<file path="src/hw/aat_pkg.sv">
package aat_pkg;

	// ----------------------------------------------------------------
	// Timing
	// ----------------------------------------------------------------
	localparam int CLK_PERIOD_NS = 50;
	localparam int CONV_TIME_NS  = 1000;
	localparam int CONV_CYC      = CONV_TIME_NS / CLK_PERIOD_NS;

	// ----------------------------------------------------------------
	// Register map
	// ----------------------------------------------------------------
	localparam int         ADDR_W           = 11;
	localparam int         DATA_W           = 8;
	localparam logic [10:0] RX_PWRDN_OFS     = 11'h324;
	localparam logic [10:0] AUX_PWRDN_OFS    = 11'h325;
	localparam logic [10:0] RESULT_UPPER_OFS = 11'h327;
	localparam logic [10:0] RESULT_LOWER_OFS = 11'h328;
	localparam logic [10:0] SRC_SEL_OFS      = 11'h359;
	localparam logic [7:0]  RX_PWRDN_RST     = 8'h00;
	localparam logic [7:0]  AUX_PWRDN_RST    = 8'h00;
	localparam logic [7:0]  SRC_SEL_RST      = 8'h00;

	// ----------------------------------------------------------------
	// Fields and values
	// ----------------------------------------------------------------
	localparam int         ADC_EN_BIT     = 4;
	localparam logic [7:0] ADC_EN_VAL     = 8'h10;
	localparam int         SENSOR_EN_BIT  = 1;
	localparam logic [7:0] SENSOR_EN_VAL  = 8'h02;
	localparam int         SRC_FIELD_LSB  = 2;
	localparam logic [1:0] SRC_TEMP       = 2'h2;
	localparam logic [1:0] SRC_EXT        = 2'h1;
	localparam logic [7:0] SRC_TEMP_VAL   = 8'h08;

	// ----------------------------------------------------------------
	// Temperature conversion, Q8.8 offset and Q16 reciprocal gain
	// ----------------------------------------------------------------
	localparam logic signed [17:0] TEMP_OFS_Q8   = 18'sh02a32;
	localparam logic        [16:0] TEMP_GAIN_Q16 = 17'h0fa3e;

	// ----------------------------------------------------------------
	// Types
	// ----------------------------------------------------------------
	typedef enum logic [1:0] {
		radio_off_state       = 2'h0,
		radio_idle_on_state   = 2'h1,
		radio_receive_state   = 2'h2,
		radio_transmit_state  = 2'h3
	} aat_radio_e;

	typedef enum logic [1:0] {
		rb_idle     = 2'h0,
		rb_started  = 2'h1,
		rb_low_done = 2'h2
	} aat_rb_e;

endpackage : aat_pkg

</file>
<file path="src/hw/aat_ctrl_if.sv">
`timescale 1ns/1ps
interface aat_ctrl_if;
	logic        req;
	logic        we;
	logic [10:0] addr;
	logic [7:0]  wdata;
	logic        ack;
	logic [7:0]  rdata;

	modport dev  (input req, input we, input addr, input wdata, output ack, output rdata);
	modport host (output req, output we, output addr, output wdata, input ack, input rdata);
endinterface : aat_ctrl_if

</file>
<file path="src/hw/aat_device.sv">
// Summary of operation
// [RL1] Convert temperature, signal strength or external input.
// [RL2] Each conversion takes about one microsecond.
// [RL3] Result is 8 bits over two readback registers.
// [RL4] Source register picks the converter input.
// [RL5] Receive state forces signal strength as input.
// [RL6] Receive state powers converter without host writes.
// [RL7] Host writes 0x10 to power converter otherwise.
// [RL8] Read upper, lower, upper; low bits then high.
// [RL9] Host enables converter, sensor, then selects sensor.
// [RL10] Writing 0x02 to aux register powers sensor.
// [RL11] Writing 0x08 to source register selects sensor.
// [RL12] Host computes temperature from reading by formula.
// [RL13] Host may calibrate offset at known temperature.
// [RL14] Readback start captures one sample for both parts.
`timescale 1ns/1ps
module aat_device (
	input  wire logic       sys_clk,
	input  wire logic       rst,
	aat_ctrl_if.dev         bus,
	input  wire logic [1:0] radio_state,
	input  wire logic [7:0] temp_level,
	input  wire logic [7:0] sig_level,
	input  wire logic [7:0] ext_level,
	output logic            adc_on,
	output logic            sensor_on,
	output logic [7:0]      conv_result,
	output logic            conv_done
);

	// ----------------------------------------------------------------
	// State
	// ----------------------------------------------------------------
	typedef struct packed {
		logic [7:0]      temp_s1;
		logic [7:0]      temp_s2;
		logic [7:0]      sig_s1;
		logic [7:0]      sig_s2;
		logic [7:0]      ext_s1;
		logic [7:0]      ext_s2;
		logic [7:0]      rx_pwrdn;
		logic [7:0]      aux_pwrdn;
		logic [7:0]      src_sel;
		logic [4:0]      cnt;
		logic [2:0]      bit_idx;
		logic [7:0]      hold;
		logic [7:0]      sar;
		logic [7:0]      result;
		logic [7:0]      snap;
		aat_pkg::aat_rb_e phase;
		logic            ack;
		logic [7:0]      rdata;
		logic            adc_on;
		logic            sensor_on;
		logic            done;
	} aat_dev_s;

	aat_dev_s st_ff;
	aat_dev_s nxt_st;

	logic       in_rx;
	logic       adc_pwr;
	logic       sens_pwr;
	logic [1:0] src;
	logic [7:0] sel_level;
	logic [7:0] trial;
	logic       take;
	logic       step_en;

	// ----------------------------------------------------------------
	// Next state
	// ----------------------------------------------------------------
	always_comb begin
		nxt_st = st_ff;
		in_rx = (radio_state == aat_pkg::radio_receive_state);
		adc_pwr = in_rx | st_ff.rx_pwrdn[aat_pkg::ADC_EN_BIT]; // [RL6] [RL7]
		sens_pwr = st_ff.aux_pwrdn[aat_pkg::SENSOR_EN_BIT]; // [RL10]
		src = st_ff.src_sel[aat_pkg::SRC_FIELD_LSB +: 2];
		if (in_rx) begin
			sel_level = st_ff.sig_s2; // [RL5]
		end else if (src == aat_pkg::SRC_TEMP) begin
			sel_level = sens_pwr ? st_ff.temp_s2 : 8'h00; // [RL4] [RL11]
		end else if (src == aat_pkg::SRC_EXT) begin
			sel_level = st_ff.ext_s2; // [RL4]
		end else begin
			sel_level = st_ff.sig_s2; // [RL4]
		end
		trial = st_ff.sar | (8'h01 << st_ff.bit_idx);
		take = bus.req & ~st_ff.ack;
		step_en = st_ff.cnt[0];

		nxt_st.temp_s1 = temp_level;
		nxt_st.temp_s2 = st_ff.temp_s1;
		nxt_st.sig_s1 = sig_level;
		nxt_st.sig_s2 = st_ff.sig_s1;
		nxt_st.ext_s1 = ext_level;
		nxt_st.ext_s2 = st_ff.ext_s1;
		nxt_st.adc_on = adc_pwr;
		nxt_st.sensor_on = sens_pwr;
		nxt_st.done = 1'b0;

		// ------------------------------------------------------------
		// Successive approximation, one bit every second cycle
		// ------------------------------------------------------------
		if (!adc_pwr) begin
			nxt_st.cnt = 5'h00;
		end else if (st_ff.cnt == 5'h00) begin
			nxt_st.hold = sel_level; // [RL1]
			nxt_st.sar = 8'h00;
			nxt_st.bit_idx = 3'h7;
			nxt_st.cnt = 5'h01;
		end else if (st_ff.cnt == 5'(aat_pkg::CONV_CYC - 1)) begin
			nxt_st.result = st_ff.sar; // [RL2]
			nxt_st.done = 1'b1;
			nxt_st.cnt = 5'h00;
		end else begin
			nxt_st.cnt = st_ff.cnt + 5'h01;
			if (step_en && st_ff.cnt < 5'h11) begin
				if (trial <= st_ff.hold) begin
					nxt_st.sar = trial; // [RL1]
				end
				nxt_st.bit_idx = st_ff.bit_idx - 3'h1;
			end
		end

		// ------------------------------------------------------------
		// Register port
		// ------------------------------------------------------------
		nxt_st.ack = take;
		if (take) begin
			nxt_st.rdata = 8'h00;
			if (bus.we) begin
				case (bus.addr)
					aat_pkg::RX_PWRDN_OFS: begin
						nxt_st.rx_pwrdn = bus.wdata; // [RL7]
					end
					aat_pkg::AUX_PWRDN_OFS: begin
						nxt_st.aux_pwrdn = bus.wdata; // [RL10]
					end
					aat_pkg::SRC_SEL_OFS: begin
						nxt_st.src_sel = bus.wdata; // [RL4] [RL11]
					end
					default: begin
						nxt_st.rdata = 8'h00;
					end
				endcase
			end else begin
				case (bus.addr)
					aat_pkg::RX_PWRDN_OFS: begin
						nxt_st.rdata = st_ff.rx_pwrdn;
					end
					aat_pkg::AUX_PWRDN_OFS: begin
						nxt_st.rdata = st_ff.aux_pwrdn;
					end
					aat_pkg::SRC_SEL_OFS: begin
						nxt_st.rdata = st_ff.src_sel;
					end
					aat_pkg::RESULT_UPPER_OFS: begin
						if (st_ff.phase == aat_pkg::rb_low_done) begin
							nxt_st.rdata = {2'h0, st_ff.snap[7:2]}; // [RL3] [RL8]
							nxt_st.phase = aat_pkg::rb_idle;
						end else begin
							nxt_st.snap = st_ff.result; // [RL14]
							nxt_st.phase = aat_pkg::rb_started; // [RL8]
						end
					end
					aat_pkg::RESULT_LOWER_OFS: begin
						nxt_st.rdata = {6'h00, st_ff.snap[1:0]}; // [RL3] [RL8]
						if (st_ff.phase == aat_pkg::rb_started) begin
							nxt_st.phase = aat_pkg::rb_low_done;
						end
					end
					default: begin
						nxt_st.rdata = 8'h00;
					end
				endcase
			end
		end
	end

	// ----------------------------------------------------------------
	// Registers
	// ----------------------------------------------------------------
	always_ff @(posedge sys_clk or posedge rst) begin
		if (rst) begin
			st_ff <= '{
				temp_s1:   8'h00,
				temp_s2:   8'h00,
				sig_s1:    8'h00,
				sig_s2:    8'h00,
				ext_s1:    8'h00,
				ext_s2:    8'h00,
				rx_pwrdn:  aat_pkg::RX_PWRDN_RST,
				aux_pwrdn: aat_pkg::AUX_PWRDN_RST,
				src_sel:   aat_pkg::SRC_SEL_RST,
				cnt:       5'h00,
				bit_idx:   3'h7,
				hold:      8'h00,
				sar:       8'h00,
				result:    8'h00,
				snap:      8'h00,
				phase:     aat_pkg::rb_idle,
				ack:       1'b0,
				rdata:     8'h00,
				adc_on:    1'b0,
				sensor_on: 1'b0,
				done:      1'b0
			};
		end else begin
			st_ff <= nxt_st;
		end
	end

	// ----------------------------------------------------------------
	// Outputs
	// ----------------------------------------------------------------
	assign bus.ack     = st_ff.ack;
	assign bus.rdata   = st_ff.rdata;
	assign adc_on      = st_ff.adc_on;
	assign sensor_on   = st_ff.sensor_on;
	assign conv_result = st_ff.result;
	assign conv_done   = st_ff.done;

endmodule : aat_device

</file>
<file path="src/flat_wrapper.sv">
// flat-port wrapper written by rule: the top's interface ports become plain ports
module aat_device_flat 
  (sys_clk, rst, radio_state, temp_level, sig_level, ext_level, adc_on, sensor_on, conv_result, conv_done, bus_req, bus_we, bus_addr, bus_wdata, bus_ack, bus_rdata);
  aat_ctrl_if bus_i ();
  input  wire logic sys_clk;
  input  wire logic rst;
  input  wire logic [1:0] radio_state;
  input  wire logic [7:0] temp_level;
  input  wire logic [7:0] sig_level;
  input  wire logic [7:0] ext_level;
  output logic adc_on;
  output logic sensor_on;
  output logic [7:0] conv_result;
  output logic conv_done;
  input wire logic [$bits(bus_i.req)-1:0] bus_req;
  input wire logic [$bits(bus_i.we)-1:0] bus_we;
  input wire logic [$bits(bus_i.addr)-1:0] bus_addr;
  input wire logic [$bits(bus_i.wdata)-1:0] bus_wdata;
  output wire logic [$bits(bus_i.ack)-1:0] bus_ack;
  output wire logic [$bits(bus_i.rdata)-1:0] bus_rdata;
  assign bus_i.req = bus_req;
  assign bus_i.we = bus_we;
  assign bus_i.addr = bus_addr;
  assign bus_i.wdata = bus_wdata;
  assign bus_ack = bus_i.ack;
  assign bus_rdata = bus_i.rdata;
  aat_device u_core (.sys_clk(sys_clk), .rst(rst), .bus(bus_i), .radio_state(radio_state), .temp_level(temp_level), .sig_level(sig_level), .ext_level(ext_level), .adc_on(adc_on), .sensor_on(sensor_on), .conv_result(conv_result), .conv_done(conv_done));
endmodule
</file>
<file path="config.mk">
export PLATFORM = sky130hd
export DESIGN_NAME = aat_device_flat
export DESIGN_NICKNAME = d
export VERILOG_FILES = /design/src/hw/aat_pkg.sv /design/src/hw/aat_ctrl_if.sv /design/src/hw/aat_device.sv /design/src/flat_wrapper.sv
export SDC_FILE = /design/constraint.sdc
export NUM_CORES = 1
export LEC_CHECK = 0
export ABC_AREA = 1
export BUFFER_PORTS_ARGS = -buffer_cell sky130_fd_sc_hd__buf_2
export CAP_MARGIN = 20
export CELL_PAD_IN_SITES_DETAIL_PLACEMENT = 0
export CELL_PAD_IN_SITES_GLOBAL_PLACEMENT = 1
export CORE_ASPECT_RATIO = 0.75
export CORE_UTILIZATION = 46
export CTS_BUF_LIST = sky130_fd_sc_hd__clkbuf_8
export CTS_CLUSTER_SIZE = 14
export DETAILED_ROUTE_END_ITERATION = 8
export PLACE_DENSITY = 0.88
export SETUP_SLACK_MARGIN = 0.2
export SYNTH_ARGS = -nofsm -noshare
export SYNTH_HDL_FRONTEND = slang
export SYNTH_SLANG_ARGS = --single-unit
</file>
<file path="constraint.sdc">
create_clock -name sys_clk -period 4.2 [get_ports sys_clk]
set_clock_uncertainty 0.05 [all_clocks]
set_input_delay 0.42 -clock sys_clk [delete_from_list [all_inputs] [get_ports sys_clk]]
set_output_delay 0.42 -clock sys_clk [all_outputs]
set_load 0.05 [all_outputs]
</file>
Word-level counts from Yosys, hierarchy flattened --
Cells that the tools add are included.
Cells by class: order comparisons 2, add/subtract/negate cells 2, divide/modulo/power cells 0, shift operators 1, reduce and logical (&&, ||, !) cells 14, mux-type cells 22, bitwise gates (word level) 7, multipliers 0, equality and inequality tests 13
Operator list (number):
- $mux W8 | 10
- $eq A11 B10 Y1 const B | 5
- $pmux W8 S5 | 1
- $reduce_and A3 Y1 | 5
- $reduce_and A4 Y1 | 3
- $mux W5 | 2
- $le A8 B8 Y1 | 1
- $or A8 B8 Y8 | 1
- $shl A1 B3 Y8 const A | 1
- $eq A2 B2 Y1 const B | 3
- $mux W3 | 2
- $mux W6 | 1
- $reduce_bool A2 Y1 | 3
- $add A5 B1 Y5 const B | 1
- $eq A5 B5 Y1 const B | 1
- $logic_not A5 Y1 | 1
- $lt A5 B5 Y1 const B | 1
- $eq A2 B1 Y1 const B | 2
- $mux W1 | 4
- $ne A2 B1 Y1 const B | 2
- $not A1 Y1 | 4
- $pmux W2 S2 | 1
- $sub A3 B1 Y3 const B | 1
- $mux W2 | 1
- other kinds (4) | 4
Storage, ports and cells: memory bits (writable) 0, bits of input ports 49, bits in read-only memories 0, memories 0, bits in registers 126, bits in latches 0

Longest topological paths before layout --
depth in word-level cells 7, depth in mapped cells 15, mapped depth without buffers 15

Worst setup path before layout --
Ideal clock, no wire load.
path type reg-to-reg, from reg u_core.st_ff[47] (netlist bit), to reg u_core.st_ff[30] (netlist bit), setup time 117 ps, buffers on the path 0, setup slack 2142 ps, stages on the path, launching flop included 13, arrival 1892 ps, period minus slack after synthesis 2058 ps, required time 4033 ps, cell sequence dfstp_2 -> inv_1 -> ha_1 -> a21oi_1 -> inv_1 -> ha_1 -> a21oi_1 -> o21a_1 -> nand2_1 -> nand2_2 -> nand2_2 -> nand2_1 -> nand2_1
Between the ends: word-level cells in the longest chain between the ends 6, elaborated cells on any way between the ends 9, those cells by class order compare (1); shift (1); mux (4); bitwise (1); reduce/logical (2)
RTL lines:
- from (decl) | RTL line aat_device.sv:58 | aat_dev_s st_ff;
- from (signal assigned) | RTL line aat_device.sv:186 | st_ff <= '{
- from (signal assigned) | RTL line aat_device.sv:210 | st_ff <= nxt_st;
- $shl A1 B3 Y8 (*) | RTL line aat_device.sv:88 | trial = st_ff.sar | (8'h01 << st_ff.bit_idx);
- $or A8 B8 Y8 (*) | RTL line aat_device.sv:88
- branches (longest 4 deep; another with $le A8 B8 Y1)
Mark *: on every way between the ends. The select of a mux whose other input is x is not followed. A chain may end at the register's enable or synchronous reset.

Worst setup path in the final report --
from reg u_core.st_ff[47] (netlist bit), to reg u_core.st_ff[32] (netlist bit)
The elaborated chain is that of the path after synthesis.

==> flow_summary.ini <==
[yosys]
synth-seq-area-share_pct = 56.6
synth-seq-cells = 126
yosys_warnings = 0
synth-main-ff-cell = dfrtp_1
synth_most_common_cell = nand2_1
synth.largest_area_cell = dfrtp_1
syn_area_mm2 = 0.00558
synth.area.top_cells = dfrtp_1 55%, nand2_1 10%, inv_1 5.3%
synth_nets = 676
synth_top_area_share_pct = 55.2
async_reset_ff_share_pct = 100
syn_inst = 612
avgSynthCellArea_um2 = 9.11
ys_top_cells_by_count = 150 x nand2_1, 123 x dfrtp_1, 79 x inv_1, 54 x nor2_1, 45 x o21ai_0
synth_edf_count = 0
yosysUniqueCellTypes = 35

[floorplan]
io_pins = 69
start_util_pct = 47.7
die_h_um = 97.4
die_x_um = 129
rows = 34
die_area_mm2 = 0.0126
design.core.area_mm2 = 0.0117

[placed_design]
place.detailed.hpwl_um = 8140
port_buffers = 68
placed_area_mm2 = 0.00595
gp_congestion = 0.885

[worst_setup_path]
required_ps = 4480
crit_type = reg -> reg
crit_path_start_kind = flop
reg2reg_from = u_core.st_ff[47]$_DFFE_PP1P_
cp_max_fo = 9
critPathArrivalTime_ps = 2620
critPathLaunch = u_core.st_ff[47]$_DFFE_PP1P_
cp-end-kind = flop

[route]
final_antenna_net_count = 0
drt_iter0_drc = 313
wl_met3_um = 789
wl_met2_um = 4740
routedLengthMet1_um = 5440
drc_errors = 0
viasPerCell = 4.80
drt_first_pass_iters = 7
routed_wl_um = 11100
wl_per_cell_um = 12.8
highest_layer = met4
via_count = 4154

[timing]
rsz0062_at_grt = no
finalMaxSlewViolations = 0
finalCritPeriodShare_pct = 55.7
max_freq_mhz = 428
worst_pin_slew_ps = 944
setup_viol = 0
slew_headroom_pct = 37.0
fin_setup_tns_ps = 0
period_needed_ps = 2340
hold_violations = 0

[global_routing]
grt_pass1_wl_um = 19100
overflow = 0
antenna_found_initial = 0
grt_max_degree = 81
grt_pass1_vias = 3980
grt_usage_pct = 20.0

[final_layout]
nets = 755
fin_area_mm2 = 0.00649
layout-drive-gt1-share_pct = 19.5
syn2layout_area_growth_pct = 16.3
num-fill-cells = 1049
multiInputGateArea_mm2 = 0.00193
register_area_mm2 = 0.00316
n_antenna_cell = 0

[power]
p_leak_nw = 3.43
powerDensity_mw_per_mm2 = 541
ir_worst_vdd_uv = 288

[clock_tree]
cts_tree = yes
cts-htree-levels = 4
cts_setup_buffers = 0
clock-sinks = 126
cts_root_buf = clkbuf_8
cts_resized = 0
cts_buffer_depth = 2
clk_pin_slew_ps = 80
clk_latency_ps = 440
ctsHoldBuffers = 0
cts_inserted_buffers = 17

[worst_hold_path]
worstHoldStart = temp_level[5]
min_path_type = in -> reg

[status]
status = complete, no violations

[flow_run]
drv_cap = 0
[layout make-up]
type                       count  share of cell area [%]
tap                          162                    3.12
clock buffer                  17                    3.61
timing repair buffer          86                    7.87
multi-input combinational    377                    29.7
sequential                   126                    48.7
inverter                      83                    4.84
clock inverter                15                    2.22
[final timing paths]
| kind | depth (start not counted) | slack (ps) | end |
|---|---|---|---|
| setup / recovery | 12 | 1860 | u_core.st_ff[32]$_DFFE_PP0P_ |
| hold / removal | 1 | 30 | u_core.nxt_st[115]$_DFF_PP0_ |
| setup reg to reg | 12 | 1860 | u_core.st_ff[32]$_DFFE_PP0P_ |
| hold reg to reg | 0 | 300 | u_core.st_ff[115]$_DFF_PP0_ |
| max in group asynchronous | 3 | 3090 | u_core.st_ff[100]$_DFF_PP0_ |
| min in group asynchronous | 2 | 130 | u_core.st_ff[67]$_DFFE_PP0P_ |
[flip-flops by register name, indices dropped and copies added (netlist names), 2 cells and up]
register and count:
u_core.nxt_st 25, u_core.bus.rdata 8, u_core.st_ff 79, u_core.src 2, u_core.conv_result 8
[metrics by stage]
step	hold slack, ps	instances	power, W	util [%]	setup WS, ps
2_1_floorplan	281	612	0.00232	-	379
3_3_place_gp	285	818	0.00247	50.9	2000
3_5_place_dp	286	818	0.00253	50.9	1900
4_1_cts	0.610	850	0.00353	54.1	1880
5_1_grt	0.810	866	0.00378	55.5	1620
6_report	32.0	866	0.00351	55.5	1860
[where the power goes]
part | total (W) | internal [W] | switching, W
clock network | 0.000999 | 0.000439 | 0.000560
logic | 0.000983 | 0.000339 | 0.000645
registers | 0.00153 | 0.00140 | 0.000131
[worst max-delay path, stage by stage, from the launching register on]
cell and delay (ps):
dfstp_2 570, inv_1 80, ha_1 200, a21oi_1 180, inv_1 70, ha_1 290
a21oi_1 150, o21a_1 130, nand2_1 60, nand2_2 140, nand2_2 140, nand2_1 110
nand2_1 60
[metal layers]
metal | up-vias | GRT usage (%)
li1 | 2080 | -
met4 | 0 | 6.24
met1 | 1922 | 28.8
met5 | - | 0
met3 | 13 | 6.72
met2 | 139 | 28.1
[kinds of logic (layout without fill, tap and decap cells)]
logic type | Yosys count | count (layout) | synth area share (%)
flip-flops | 126 | 126 | 56.6
AO/OA/AOI/OAI | 78 | 78 | 7.43
AND/OR/NAND/NOR | 281 | 281 | 23.3
buffers and inverters | 109 | 201 | 8.86
adder cells (fa/ha/maj) | 15 | 15 | 3.37
XOR/XNOR | 3 | 3 | 0.471
[layout by cell type, fill, tap and decap left out, types with 17 or more instances in the layout]
master      n
nand2_1   150
dfrtp_1   123
inv_1      78
buf_2      69
nor2_1     54
o21ai_0    45
nand3_1    36
a21oi_1    23
clkbuf_8   17
(Power assumes the default switching activity.)
